## config.mk

```make
export PLATFORM = sky130hd
export DESIGN_NAME = daq_io_host_flat
export DESIGN_NICKNAME = d
export VERILOG_FILES = /design/src/pkg/daq_io_pkg.sv /design/src/pkg/daq_io_if.sv /design/src/daq_io_host.sv /design/src/pin_sync.sv /design/src/flat_wrapper.sv
export VERILOG_INCLUDE_DIRS = /design/src /design/src/pkg
export SDC_FILE = /design/constraint.sdc
export NUM_CORES = 1
export LEC_CHECK = 0
export BUFFER_PORTS_ARGS = -buffer_cell sky130_fd_sc_hd__buf_4
export CORE_MARGIN = 10
export CORE_UTILIZATION = 48
export DETAILED_ROUTE_END_ITERATION = 10
export HOLD_SLACK_MARGIN = 0.12
export PLACE_DENSITY = 0.85
export SLEW_MARGIN = 20
export SYNTH_ARGS = -nofsm -noshare
export SYNTH_HDL_FRONTEND = slang
export SYNTH_SLANG_ARGS = --single-unit
```

## constraint.sdc

```tcl
create_clock -name sys_clk -period 0.97 [get_ports sys_clk]
set_input_delay 0.097 -clock sys_clk [delete_from_list [all_inputs] [get_ports sys_clk]]
set_output_delay 0.097 -clock sys_clk [all_outputs]
set_load 0.05 [all_outputs]
```

## src/pkg/daq_io_regs.svh

```systemverilog
// Offsets, field positions and reset values of the user I/O link
`ifndef DAQ_IO_REGS_SVH
`define DAQ_IO_REGS_SVH
`define DEV_ADDR_USER_IN 4'h0
`define DEV_ADDR_USER_OUT 4'h1
`define DEV_ADDR_LAMP 4'h2
`define DEV_ADDR_IRQ_ON 4'h3
`define DEV_ADDR_IRQ_OFF 4'h4
`define DEV_ADDR_CFG 4'h5
`define DEV_ADDR_STATUS 4'h6
`define CFG_FMT_BIT 0
`define CFG_GAIN_LSB 1
`define CFG_SPEED_LSB 4
`define CFG_RESET 8'h00
`define USER_OUT_RESET 4'h0
`define HOST_REG_CMD 4'h0
`define HOST_REG_DATA 4'h1
`define HOST_REG_RESULT 4'h2
`define HOST_REG_STATUS 4'h3
`define HOST_REG_IRQ_STATUS 4'h4
`define HOST_REG_IRQ_CLEAR 4'h5
`define HOST_REG_IRQ_ENABLE 4'h6
`define HOST_REG_MODE 4'h7
`define HOST_MODE_RESET 2'h1
`define GAIN_UNITY 3'h0
`define SPEED_MAX 3'h4
`endif

```

## src/pkg/daq_io_pkg.sv

```systemverilog
// Types shared by both ends of the user I/O link
package daq_io_pkg;
	typedef enum logic [1:0] {
		link_byte_bidir,
		link_epp,
		link_ecp_bidir,
		link_ecp_epp
	} host_link_mode_e;
	typedef enum logic {
		fmt_twos_complement,
		fmt_offset_binary
	} sample_format_select_e;
	typedef logic [3:0] link_addr_t;
	typedef logic [7:0] link_data_t;
endpackage

```

## src/pkg/daq_io_if.sv

```systemverilog
// Link between the host controller and the acquisition board I/O logic
`timescale 1ns/1ps
`default_nettype none
interface daq_io_if;
	import daq_io_pkg::*;
	logic wr_stb;
	logic rd_stb;
	link_addr_t addr;
	link_data_t wdata;
	link_data_t rdata;
	logic irq_line;
	logic error_line_n;
	host_link_mode_e host_link_mode;
	modport host (output wr_stb, output rd_stb, output addr, output wdata,
		output host_link_mode, input rdata, input irq_line, input error_line_n);
	modport device (input wr_stb, input rd_stb, input addr, input wdata,
		input host_link_mode, output rdata, output irq_line, output error_line_n);
endinterface
`default_nettype wire

```

## src/daq_io_host.sv

```systemverilog
// Host-side controller: register port to link transactions, interrupts
//
// Design decisions made here: the address-and-strobe port and the register offsets.
`timescale 1ns/1ps
`default_nettype none
`include "daq_io_regs.svh"
module daq_io_host (
	input wire logic sys_clk,
	input wire logic reset,
	daq_io_if.host link,
	input wire logic [3:0] reg_addr,
	input wire logic [7:0] reg_wdata,
	input wire logic reg_wr,
	input wire logic reg_rd,
	output logic [7:0] reg_rdata,
	output logic irq
);
	import daq_io_pkg::*;
	// Commands: bit7 = read, low nibble = device address
	logic [7:0] cmd_q;
	logic [7:0] data_q;
	logic [7:0] result_q;
	logic go_q;
	logic capture_q;
	logic [1:0] mode_q;
	logic [2:0] ists_q;
	logic [2:0] ien_q;
	logic [2:0] ev;
	logic [1:0] pin_s;
	logic irq_s_q;
	logic good_s_q;
	logic [7:0] rdata_q;

	pin_sync #(.WIDTH(2)) u_sync (
		.sys_clk(sys_clk),
		.reset(reset),
		// Error line enters as a good flag: cleared flops then match its reset level
		.async_in({~link.error_line_n, link.irq_line}),
		.sync_out(pin_s)
	);

	always_ff @(posedge sys_clk) begin
		if (reset) begin
			cmd_q <= 8'h00;
			data_q <= 8'h00;
			mode_q <= `HOST_MODE_RESET;
			go_q <= 1'b0;
		end else begin
			go_q <= reg_wr && reg_addr == `HOST_REG_CMD;
			if (reg_wr && reg_addr == `HOST_REG_CMD) begin
				cmd_q <= reg_wdata;
			end
			if (reg_wr && reg_addr == `HOST_REG_DATA) begin
				data_q <= reg_wdata;
			end
			if (reg_wr && reg_addr == `HOST_REG_MODE) begin
				mode_q <= reg_wdata[1:0];
			end
		end
	end

	always_ff @(posedge sys_clk) begin
		if (reset) begin
			link.wr_stb <= 1'b0;
			link.rd_stb <= 1'b0;
			link.addr <= 4'h0;
			link.wdata <= 8'h00;
		end else begin
			link.wr_stb <= go_q & ~cmd_q[7];
			link.rd_stb <= go_q & cmd_q[7];
			link.addr <= cmd_q[3:0];
			link.wdata <= data_q;
		end
	end
	assign link.host_link_mode = host_link_mode_e'(mode_q);

	always_ff @(posedge sys_clk) begin
		if (reset) begin
			capture_q <= 1'b0;
			result_q <= 8'h00;
		end else begin
			capture_q <= link.rd_stb;
			if (capture_q) begin
				result_q <= link.rdata;
			end
		end
	end

	always_ff @(posedge sys_clk) begin
		if (reset) begin
			irq_s_q <= 1'b0;
			good_s_q <= 1'b0;
		end else begin
			irq_s_q <= pin_s[0];
			good_s_q <= pin_s[1];
		end
	end

	// Events: read done, interrupt rise, supply went bad; set beats clear
	assign ev = {~pin_s[1] & good_s_q, pin_s[0] & ~irq_s_q, capture_q};
	always_ff @(posedge sys_clk) begin
		if (reset) begin
			ists_q <= 3'h0;
			ien_q <= 3'h0;
		end else begin
			if (reg_wr && reg_addr == `HOST_REG_IRQ_ENABLE) begin
				ien_q <= reg_wdata[2:0];
			end
			if (reg_wr && reg_addr == `HOST_REG_IRQ_CLEAR) begin
				ists_q <= (ists_q & ~reg_wdata[2:0]) | ev;
			end else begin
				ists_q <= ists_q | ev;
			end
		end
	end
	assign irq = |(ists_q & ien_q);

	always_ff @(posedge sys_clk) begin
		if (reset) begin
			rdata_q <= 8'h00;
		end else if (reg_rd) begin
			if (reg_addr == `HOST_REG_CMD) begin
				rdata_q <= cmd_q;
			end else if (reg_addr == `HOST_REG_DATA) begin
				rdata_q <= data_q;
			end else if (reg_addr == `HOST_REG_RESULT) begin
				rdata_q <= result_q;
			end else if (reg_addr == `HOST_REG_STATUS) begin
				rdata_q <= {6'h00, pin_s[0], ~pin_s[1]};
			end else if (reg_addr == `HOST_REG_IRQ_STATUS) begin
				rdata_q <= {5'h00, ists_q};
			end else if (reg_addr == `HOST_REG_IRQ_ENABLE) begin
				rdata_q <= {5'h00, ien_q};
			end else if (reg_addr == `HOST_REG_MODE) begin
				rdata_q <= {6'h00, mode_q};
			end else begin
				rdata_q <= 8'h00;
			end
		end
	end
	assign reg_rdata = rdata_q;
endmodule
`default_nettype wire

```

## src/pin_sync.sv

```systemverilog
// Two-flop synchroniser for a bus of asynchronous pins
`timescale 1ns/1ps
`default_nettype none
module pin_sync #(
	parameter int WIDTH = 5
) (
	input wire logic sys_clk,
	input wire logic reset,
	input wire logic [WIDTH-1:0] async_in,
	output logic [WIDTH-1:0] sync_out
);
	logic [WIDTH-1:0] meta_q;
	always_ff @(posedge sys_clk) begin
		if (reset) begin
			meta_q <= '0;
			sync_out <= '0;
		end else begin
			meta_q <= async_in;
			sync_out <= meta_q;
		end
	end
endmodule
`default_nettype wire

```

## src/flat_wrapper.sv

```systemverilog
// flat-port wrapper written by rule: the top's interface ports become plain ports
module daq_io_host_flat import daq_io_pkg::*;
  (sys_clk, reset, reg_addr, reg_wdata, reg_wr, reg_rd, reg_rdata, irq, link_wr_stb, link_rd_stb, link_addr, link_wdata, link_host_link_mode, link_rdata, link_irq_line, link_error_line_n);
  daq_io_if link_i ();
  input wire logic sys_clk;
  input wire logic reset;
  input wire logic [3:0] reg_addr;
  input wire logic [7:0] reg_wdata;
  input wire logic reg_wr;
  input wire logic reg_rd;
  output logic [7:0] reg_rdata;
  output logic irq;
  output wire logic [$bits(link_i.wr_stb)-1:0] link_wr_stb;
  output wire logic [$bits(link_i.rd_stb)-1:0] link_rd_stb;
  output wire logic [$bits(link_i.addr)-1:0] link_addr;
  output wire logic [$bits(link_i.wdata)-1:0] link_wdata;
  output wire logic [$bits(link_i.host_link_mode)-1:0] link_host_link_mode;
  input wire logic [$bits(link_i.rdata)-1:0] link_rdata;
  input wire logic [$bits(link_i.irq_line)-1:0] link_irq_line;
  input wire logic [$bits(link_i.error_line_n)-1:0] link_error_line_n;
  assign link_wr_stb = link_i.wr_stb;
  assign link_rd_stb = link_i.rd_stb;
  assign link_addr = link_i.addr;
  assign link_wdata = link_i.wdata;
  assign link_host_link_mode = link_i.host_link_mode;
  assign link_i.rdata = link_rdata;
  assign link_i.irq_line = link_irq_line;
  assign link_i.error_line_n = link_error_line_n;
  daq_io_host u_core (.sys_clk(sys_clk), .reset(reset), .link(link_i), .reg_addr(reg_addr), .reg_wdata(reg_wdata), .reg_wr(reg_wr), .reg_rd(reg_rd), .reg_rdata(reg_rdata), .irq(irq));
endmodule
```

# After elaboration in Yosys (flattened, before gate mapping)
# Index checks and enable logic that the tools add are counted.
# classes
addsub	0
mul	0
div	0
n_lt_le_gt_ge	0
eq_ne	7
shifts	0
mux	8
bitwise	13
n_reduce_logical	7
# ops
cell	n
8-bit 2-to-1 mux	6
4-bit by 3-bit equality test with 1-bit output, second input constant	4
4-bit by 2-bit equality test with 1-bit output, second input constant	2
3-bit AND	2
3-bit bitwise OR	2
1-bit logical AND	5
1-bit AND	4
4-bit by 1-bit equality test with 1-bit output, second input constant	1
4-bit zero test	1
1-bit inverter	4
3-bit 2-to-1 mux	1
3-bit inverter	1
3-bit OR reduction	1
2-bit 2-to-1 mux	1
# totals
reg_bits	62
latch_bits	0
mem_bits_rw	0
romBits	0
inputBits	26
wordCells	52
n_memories	0

# Depth between registers and ports, before layout
# Gate-level depths: netlist of run 1.
# logic_depth
word_depth	8
ltp_mapped	6
ltp_nobuf	4

# Hierarchy
# A second synthesis of run 1 with hierarchy kept.
# unflattened
cells_unflattened	246
hier_area_um2	2449.8
# by_module_without_submodules
module	n_inst	cells_each	area_each_um2	seq_area_each_um2
daq_io_host	1	238	2344.7	1161.1
pin_sync	1	8	105.1	80.1

# Worst setup path after synthesis of run 1
# OpenSTA, ideal clock, no wires.
# synth_timing
path_kind	reg2reg
start	register u_core.mode_q[1], in the netlist u_core.link.host_link_mode[1]
end	register u_core.rdata_q[1], in the netlist u_core.reg_rdata[1]
t_arrival_ns	1.160
t_required_ns	0.878
setup_slack_ns	-0.282
path_stages_with_launch	5
n_path_buf	0
synth_period_minus_slack_ns	1.252
cell_sequence	dfxtp_1 nand3_1 o21ai_1 a32oi_1 o32ai_1
# synth_via
elab_chain_len	7
# synth_rtl
element	line_no	text
from (decl)	daq_io_host.sv:25	logic [1:0] mode_q;
from (signal assigned)	daq_io_host.sv:46	mode_q <= `HOST_MODE_RESET;
from (signal assigned)	daq_io_host.sv:57	mode_q <= reg_wdata[1:0];
2-bit 2-to-1 mux	daq_io_host.sv:134	end else if (reg_addr == `HOST_REG_MODE) begin
8-bit 2-to-1 mux	daq_io_host.sv:132	end else if (reg_addr == `HOST_REG_IRQ_ENABLE) begin
8-bit 2-to-1 mux	daq_io_host.sv:130	end else if (reg_addr == `HOST_REG_IRQ_STATUS) begin
8-bit 2-to-1 mux	daq_io_host.sv:128	end else if (reg_addr == `HOST_REG_STATUS) begin
8-bit 2-to-1 mux	daq_io_host.sv:126	end else if (reg_addr == `HOST_REG_RESULT) begin
8-bit 2-to-1 mux	daq_io_host.sv:124	end else if (reg_addr == `HOST_REG_DATA) begin
8-bit 2-to-1 mux	daq_io_host.sv:122	if (reg_addr == `HOST_REG_CMD) begin
to (signal assigned)	daq_io_host.sv:123	rdata_q <= cmd_q;
to (signal assigned)	daq_io_host.sv:125	rdata_q <= data_q;
to (signal assigned)	daq_io_host.sv:127	rdata_q <= result_q;
to (decl)	daq_io_host.sv:32	logic [7:0] rdata_q;
# No other way between the ends.
# A chain may end at the register's enable or synchronous reset.

# Final worst setup path of run 1
# layout_timing
start	register u_core.ien_q[2]
end	output port irq
# layout_via
elab_chain_len	2
# layout_rtl
element	line_no	text
from (decl)	daq_io_host.sv:27	logic [2:0] ien_q;
from (signal assigned)	daq_io_host.sv:107	ien_q <= reg_wdata[2:0];
3-bit AND	daq_io_host.sv:116	assign irq = |(ists_q & ien_q);
3-bit OR reduction	daq_io_host.sv:116	
to (decl)	flat_wrapper.sv:12	output logic irq;
# No other way between the ends.

==> impl_summary.md, run 1 <==
Worst setup path
The nature of the critical path startpoint is a register. The signal on the critical path passes through a222oi_1 > inv_1 > buf_6. The slowest cell on the critical path is sky130_fd_sc_hd__a222oi_1.

The arrival time of the worst setup path is about 1.3 ns. The sum of buffers and inverters on the critical path is 2. The critical path is of the register to primary output type. The biggest fanout along the worst timing path is 2.

The setup slack of the most critical reg-to-reg path is -0.13 ns. The cell family contributing the most delay on the critical path is compound AO/OA/AOI/OAI gates. STA puts the critical path data required time at between 0.8 and 0.9 ns. The peak per-stage delay on the critical path is 0.37 ns.

The critical path endpoint category is a primary output.

STA
For the pin with the worst max-slew slack, the measured transition is 0.414 ns. Setup violations remaining at the end of the flow were counted as 6. The final hold violation count was 0. On the final layout, the worst clock skew is between 0.006 and 0.007 ns. The number of pins exceeding their max-slew limit in the final report was 0. The post-route clock period utilization is 145%. The relative slew slack is around 72%. Setup repair after global routing could not meet its margin everywhere.

The worst setup margin is -0.437 ns. The routed design could run at a clock period as short as about 1.4 ns. The timing-limited maximum frequency is around 700 MHz.

Routing
The average wire per standard cell is 15.9 µm. The number of antenna-violating nets in the routed design is 0. In the routed design, unresolved DRC markers number 0. Dividing the detail-routed via count by the number of cells gives ~5.1.

The first TritonRoute pass finished after 6 iterations. The routed layout has roughly 2,100 vias. In this run, the number of DRC markers left after iteration 0 of detailed routing was 184. The aggregate routed wire length is 6490 µm.

Placed design
Port buffering added 50 buffers. The HPWL after detailed placement is 4280 µm. The count of placed standard cells including taps is 369. Routability-driven placement finished with a final weighted congestion of 0.857.

GRT
The total global routing track utilization is between 15 and 20%. The largest net degree at the start of global routing is 40. The wire length of the first global-routing pass is about 11,000 µm.

The initial antenna violation count is 0. After global routing the overflow that remains totals 0. The number of global-route vias before repair came to about 2,100.

Floorplan
From bottom edge to top edge, the die measures 91.3 µm. The die footprint is ~8300 µm². From left edge to right edge, the die measures 91.3 µm.

The number of ports placed on the die boundary is 51. The initial utilization of the core area, before any placement, comes to around 50%. The total core area is between 4000 and 5000 µm². The row count is 25.

Outcome
The flow ran to the end, but the final reports show violations. The checks that failed: setup timing.

Hold path
The class of the most critical hold timing path is input port to register.

Synth
The fraction of post-synthesis cell area in the top cell type by area is around half. The area share of fa/ha/maj cells after synthesis is 0%. The portion of synthesized area spent on multiplexers is between 10 and 15%. After synthesis, flip-flops and latches occupy between 50% and 60% of the total area. The count of cell types in the netlist is 35.

The average instance in the mapped netlist occupies about 10 µm². For this run, the leading register cell type out of synthesis is sky130_fd_sc_hd__dfxtp_1. The compound-gate portion of the synthesized area is 8.25%. The xor and xnor area share after synthesis is 0%. Yosys attributes the largest share of cell area to sky130_fd_sc_hd__dfxtp_1, sky130_fd_sc_hd__mux2i_1, sky130_fd_sc_hd__nor2b_1. The number of nets produced by synthesis is between 200 and 300. The total of flip-flops plus latches after synthesis is just over 60. The count of flip-flops with a built-in enable after synthesis is 0. The biggest area consumer among synthesized cells is sky130_fd_sc_hd__dfxtp_1. The count of warnings emitted by yosys is 0. Summing the areas of all and, or, nand and nor instances in the mapped netlist gives between 20% and 30% of the synthesized area. In the synthesized netlist the async set-or-reset flop fraction comes to 0%. By area, the combinational part of the netlist is dominated by simple AND/OR/NAND/NOR gates. Summing every instance area after synthesis gives 2440 µm². The cell count after synthesis is around 250.

Layout
The final non-filler cell total is around 410. The synthesis-to-finish area growth is 43.5%. The net count of the finished layout is approximately 360. The number of antenna diodes in the final layout is 0. Of the cells placed in the final design, the portion with a size suffix greater than 1 is between 30% and 40%. After filler insertion, the fill cell instance count of the layout stands at roughly 360.

Clocking
The clock tree from TritonCTS is built. The clock root buffer is sky130_fd_sc_hd__clkbuf_8. The clock reaches the later pin of the worst-skew pair after around 0.33 ns. In this run the deepest clock path goes through 2 buffers.

TritonCTS created 9 clock buffers. The CTS clock-pin slew for the worst setup and hold paths is about 0.07 ns. The clock drives 62 sinks. The H-tree level count is 3.

Flow run
The tool flagged a number of max-cap violations equal to 0.

Pwr
The total leakage power is approximately 1.6 nW. The ratio of total power to cell area is 1450 nW/µm². The total power draw is 5.09 mW. The peak ir drop on the vdd network is 1190 µV.
==> synthesized netlist by cell type (all sizes together), types with 5 or more instances <==
library cell  instances
dfxtp                62
o21ai                 5
o2bb2ai               5
buf                   8
a21oi                 9
clkbuf                7
nand2b                5
nand3                 7
nor2b                30
inv                   5
mux2i                36
nor2                 42
==> power breakdown <==
group | leakage (nW) | switching (mW) | internal [mW]
combinational | 0.961 | 0.254 | 0.284
sequential | 0.508 | 0.0208 | 2.58
clock | 0.0840 | 0.955 | 0.997
total | 1.55 | 1.23 | 3.86
==> repair_timing <==
| item | in CTS | in global routing |
|---|---|---|
| pin swaps | 5 | 8 |
| endpoints found under the setup margin | 11 | 24 |
| hold buffers | 21 | 2 |
| resized for setup | 15 | 16 |
| endpoints found under the hold margin | 38 | 2 |
| buffers inserted | 1 | 0 |
==> metal layers <==
| layer | GRT usage [%] | routed length (µm) | vias up |
|---|---|---|---|
| li1 | - | - | 1020 |
| met3 | 4.12 | 438 | 18 |
| met4 | 8.49 | 209 | 0 |
| met1 | 18.3 | 2770 | 966 |
| met2 | 25.0 | 3070 | 80 |
| met5 | 0 | 0 | - |
==> final cells by class <==
cell class                 count  area (µm²)  area share [%]
multi-input combinational    163        1100            31.4
inverter                       5        18.8           0.536
timing repair buffer          95         866            24.7
clock inverter                 3        18.8           0.536
clock buffer                  13         149            4.25
sequential                    62        1260            36.1
tap                           67        83.8            2.39
==> registers in the layout, indices dropped and copies added, names as in the netlist, 2 cells and up <==
signal,count
u_core.cmd_q,8
u_core.result_q,8
u_core.link.wdata,8
u_core.link.addr,4
u_core.data_q,8
u_core.link.host_link_mode,2
u_core.ists_q,3
u_core.ien_q,3
u_core.reg_rdata,8
u_core.u_sync.sync_out,2
u_core.u_sync.meta_q,2
==> worst register-to-register path, delay by kind of cell, from the launching register on <==
family | cells | cell delay (ns)
flops | 1 | 0.33
simple gates | 1 | 0.32
compound gates | 2 | 0.33
==> metrics by stage <==
step	area, µm²	utilization, %	setup WS (ns)	hold WS (ns)	setup TNS, ns
after CTS	3450	71.6	-0.422	0.134	-0.719
after floorplan	2450	-	-0.0376	0.169	-0.0656
final	3500	72.7	-0.437	0.147	-0.689
after global routing	3500	72.7	-0.473	0.157	-1.14
after global placement	3020	62.6	-0.213	0.254	-3.16
after detailed placement	3020	62.6	-0.219	0.262	-3.99
==> final timing paths <==
path / startpoint / to / cells after the start
setup / recovery: u_core.ien_q[2] / irq / 3
hold / removal: reset / u_core.link.rd_stb / 2
setup reg to reg: u_core.ists_q[0] / u_core.reg_rdata[0] / 3
hold reg to reg: u_core.u_sync.meta_q[1] / u_core.u_sync.sync_out[1] / 1
==> cell families (layout without fill, tap and decap cells) <==
kind of cell / Yosys count / count (layout)
and+or+nand+nor: 97 / 97
DFF: 62 / 62
AOI/OAI and AO/OA: 30 / 30
buffers and inverters: 20 / 116
muxes: 36 / 36
==> cell usage in the layout (no fill, tap or decap), types with 6 or more instances in the layout <==
cell,n
sky130_fd_sc_hd__a21oi_1,8
sky130_fd_sc_hd__buf_4,55
sky130_fd_sc_hd__buf_6,14
sky130_fd_sc_hd__clkbuf_8,10
sky130_fd_sc_hd__dfxtp_1,47
sky130_fd_sc_hd__dfxtp_2,13
sky130_fd_sc_hd__dlygate4sd3_1,22
sky130_fd_sc_hd__mux2i_1,36
sky130_fd_sc_hd__nand3_1,6
sky130_fd_sc_hd__nor2_1,41
sky130_fd_sc_hd__nor2b_1,29
(Power assumes the default switching activity.)
==> run 2: changes to the inputs <==
- CELL_PAD_IN_SITES_DETAIL_PLACEMENT: not set -> 2
- CELL_PAD_IN_SITES_GLOBAL_PLACEMENT: not set -> 2
- CORE_UTILIZATION: 48 -> 30
- MAX_ROUTING_LAYER: not set -> met4
==> run 2 against run 1 <==
  * The run still ends with setup timing left
  * Design area is 4.5% higher
  * Total power increased by 6.6%
  * Wire length up 35%
  * Hold slack better by 0.024 ns
  * Sequential share of layout area shrank 1.3 points
  * Count of clock-buffer cells in the layout is 1 higher
  * Final cell count up 8.3%
  * Critical path depth unchanged
  * Utilization is 26 points lower
==> impl_summary.md, run 2 (same netlist as run 1, synthesis figures left out) <==
Outcome
The flow ran to the end, but the final reports show violations. The final reports fail on setup timing.

Layout
The utilization after layout is 46.9% (-26 points). The post-route standard cell area excluding fillers is 3660 µm² (+4.5%). The antenna diode count is 0 (unchanged).

The top cell types in the final layout, fill and taps aside, are sky130_fd_sc_hd__buf_4, sky130_fd_sc_hd__nor2_1, sky130_fd_sc_hd__dfxtp_1. The synthesis-to-finish area growth is 50.0%. Leaving out fill and tap cells, the most frequent cell in the layout is sky130_fd_sc_hd__buf_4. The layout net count is 361 (-0.28%).

The fraction of final layout cells sized beyond drive strength 1 is 36.2% (+4.5 points).

Worst setup path
The setup slack of the most critical reg-to-reg path is -0.14 ns (about the same). The worst setup path endpoint is irq. The terminus of the critical flop-to-flop path is u_core.reg_rdata[2]. The sum of buffers and inverters on the critical path is 2 (unchanged).

Traced cell by cell, the critical path runs through a222oi_1 > inv_1 > buf_6. The data required time of the worst path is 0.87 ns (about the same). The arrival time of the worst setup path is 1.31 ns (about the same).

STA classifies the critical path startpoint as a register. The startpoint identified for the worst register-to-register timing path is u_core.ists_q[2]. The biggest fanout along the worst timing path was 2 (unchanged). The cell count of the worst reg-to-reg path is 5 (+2). The total number of cells along the worst setup path is 3 (unchanged).

The critical path endpoint category is a primary output. The cell family contributing the most delay on the critical path is compound AO/OA/AOI/OAI gates. The peak per-stage delay on the critical path came to 0.40 ns (+0.03 ns). The slowest cell on the critical path is sky130_fd_sc_hd__a222oi_1. The most critical setup path has its startpoint at u_core.ien_q[2].

By startpoint and endpoint, the worst setup path is classified as register to primary output.

Floorplan
The number of ports placed on the die boundary came to 51 (unchanged). The die span in y was 110 µm (+21%). The horizontal extent of the die is 110 µm (+21%). The die footprint is 12,100 µm² (+46%). The total core area came to 7810 µm² (+62%). The row count came to 32 (+28%).

The initial core utilization is 31.3% (-19 points).

GRT
The largest net degree at the start of global routing came to 31 (-23%). The total global routing track utilization is 14.8% (-0.73 points). The number of global-route vias before repair was 2,415 (+14%). The initial antenna violation count is 0 (unchanged).

The total grt overflow came to 0 (unchanged). The wire length of the first global-routing pass is 13,000 µm (+24%).

Routing
The number of antenna-violating nets in the routed design is 0 (unchanged). The via count normalized by instance count is 4.74 (-7.2%). The iteration count of the initial detailed-routing pass came to 4 (-2). The count of routing violations after the opening detailed-route iteration is 57 (-69%). The aggregate routed wire length is 8770 µm (+35%). The total via count in the routed design is 2,095 (+0.53%). The post-route DRC violation count is 0 (unchanged). The average wire per standard cell was 19.8 µm (+25%).

STA
The worst clock skew on the final layout is 0.00708 ns (+0.000697 ns). The clock period minus final worst setup slack came to 1.41 ns (+0.00446 ns). The transition at the pin with the smallest max-transition slack came to 0.363 ns (-0.0507 ns). Setup repair after global routing could not meet its margin everywhere. The relative slew slack was 75.8% (+3.5 points). The timing-limited maximum frequency is 708 MHz (-0.32%). The post-route clock period utilization is 146% (+0.46 points). The number of pins exceeding their max-slew limit in the final report is 0 (unchanged).

The worst setup margin is -0.442 ns (-0.00446 ns). The final hold violation count is 0 (unchanged). The setup violation total in the final timing report was 4 (-2).

Pwr
The ratio of total power to cell area was 1480 nW/µm² (+2.0%). The total leakage power is 1.58 nW (+1.9%). The peak ir drop on the vdd network is 746 µV (-37%).

Hold path
The cell depth of the worst hold path is 3 (+1). The class of the most critical hold timing path is input port to register.

Clocking
The TritonCTS buffer count is 9 (unchanged). The maximum number of buffers from clock root to sink is 2 (unchanged). The clock tree from TritonCTS is built. The H-tree level count was 3 (unchanged). The clock root buffer is sky130_fd_sc_hd__clkbuf_8.

The CTS clock-pin slew for the worst setup and hold paths was 0.07 ns (about the same). The TritonCTS sink count is 62 (unchanged). The clock insertion delay at the later pin of the skew report is 0.34 ns (about the same).

Placed design
The total cell area at the placement stage came to 3060 µm² (+1.5%). The number of port buffers is 50 (unchanged). The HPWL after detailed placement was 5580 µm (+30%).

The routability congestion estimate from global placement is 0.869 (+1.4%).

Flow run
The number of max-cap violations is 0 (unchanged).
==> run 2: per-stage QoR <==
stage	hold WS, ns	cells	setup TNS [ns]	setup WS [ns]	power (mW)
2_1_floorplan	0.169	245	-0.0656	-0.0376	2.88
3_3_place_gp	0.269	404	-3.75	-0.212	3.09
3_5_place_dp	0.268	404	-5.12	-0.237	3.11
4_1_cts	0.146	441	-0.783	-0.490	5.42
5_1_grt	0.174	442	-1.17	-0.509	5.66
6_report	0.171	442	-0.772	-0.442	5.42
==> run 2: tightest hold or removal path, delay by kind of cell <==
kind	cells	cell delay, ns
buffers and inverters	2	0.32
AND/OR/NAND/NOR	1	0.05
==> run 2: worst min path at each step <==
stage                           start                      end  slack (ns)
floorplan           link_error_line_n  u_core.u_sync.meta_q[1]        0.17
global placement    link_error_line_n  u_core.u_sync.meta_q[1]        0.27
detailed placement  link_error_line_n  u_core.u_sync.meta_q[1]        0.27
CTS                            reg_rd      u_core.reg_rdata[4]        0.15
global route                    reset     u_core.link.wdata[0]        0.17
finish                          reset         u_core.ists_q[1]        0.17
==> run 2: report_power, final <==
group / internal (mW) / switching (mW)
clock network: 1.22 / 1.04
registers: 2.58 / 0.0247
logic: 0.280 / 0.273
total: 4.08 / 1.34
==> run 2: per-layer routing <==
metal,wire length (µm),vias up,global-route usage (%)
met3,367,12,4.06
met4,189,0,6.15
met2,4650,45,25.3
li1,-,1008,-
met5,0,-,-
met1,3560,1030,15.8
==> run 2: layout make-up <==
| class | count | area (µm²) |
|---|---|---|
| sequential | 62 | 1270 |
| clock inverter | 2 | 12.5 |
| clock buffer | 14 | 184 |
| fill | 817 | 4150 |
| tap | 102 | 128 |
| multi-input combinational | 163 | 1130 |
| inverter | 5 | 18.8 |
| timing repair buffer | 94 | 916 |
==> run 2: timing repair <==
item	in CTS	in global routing
gates resized for setup	27	34
hold endpoints to repair	38	0
setup endpoints to repair	16	33
pin swaps	8	9
hold buffers	21	0
buffers inserted	0	1
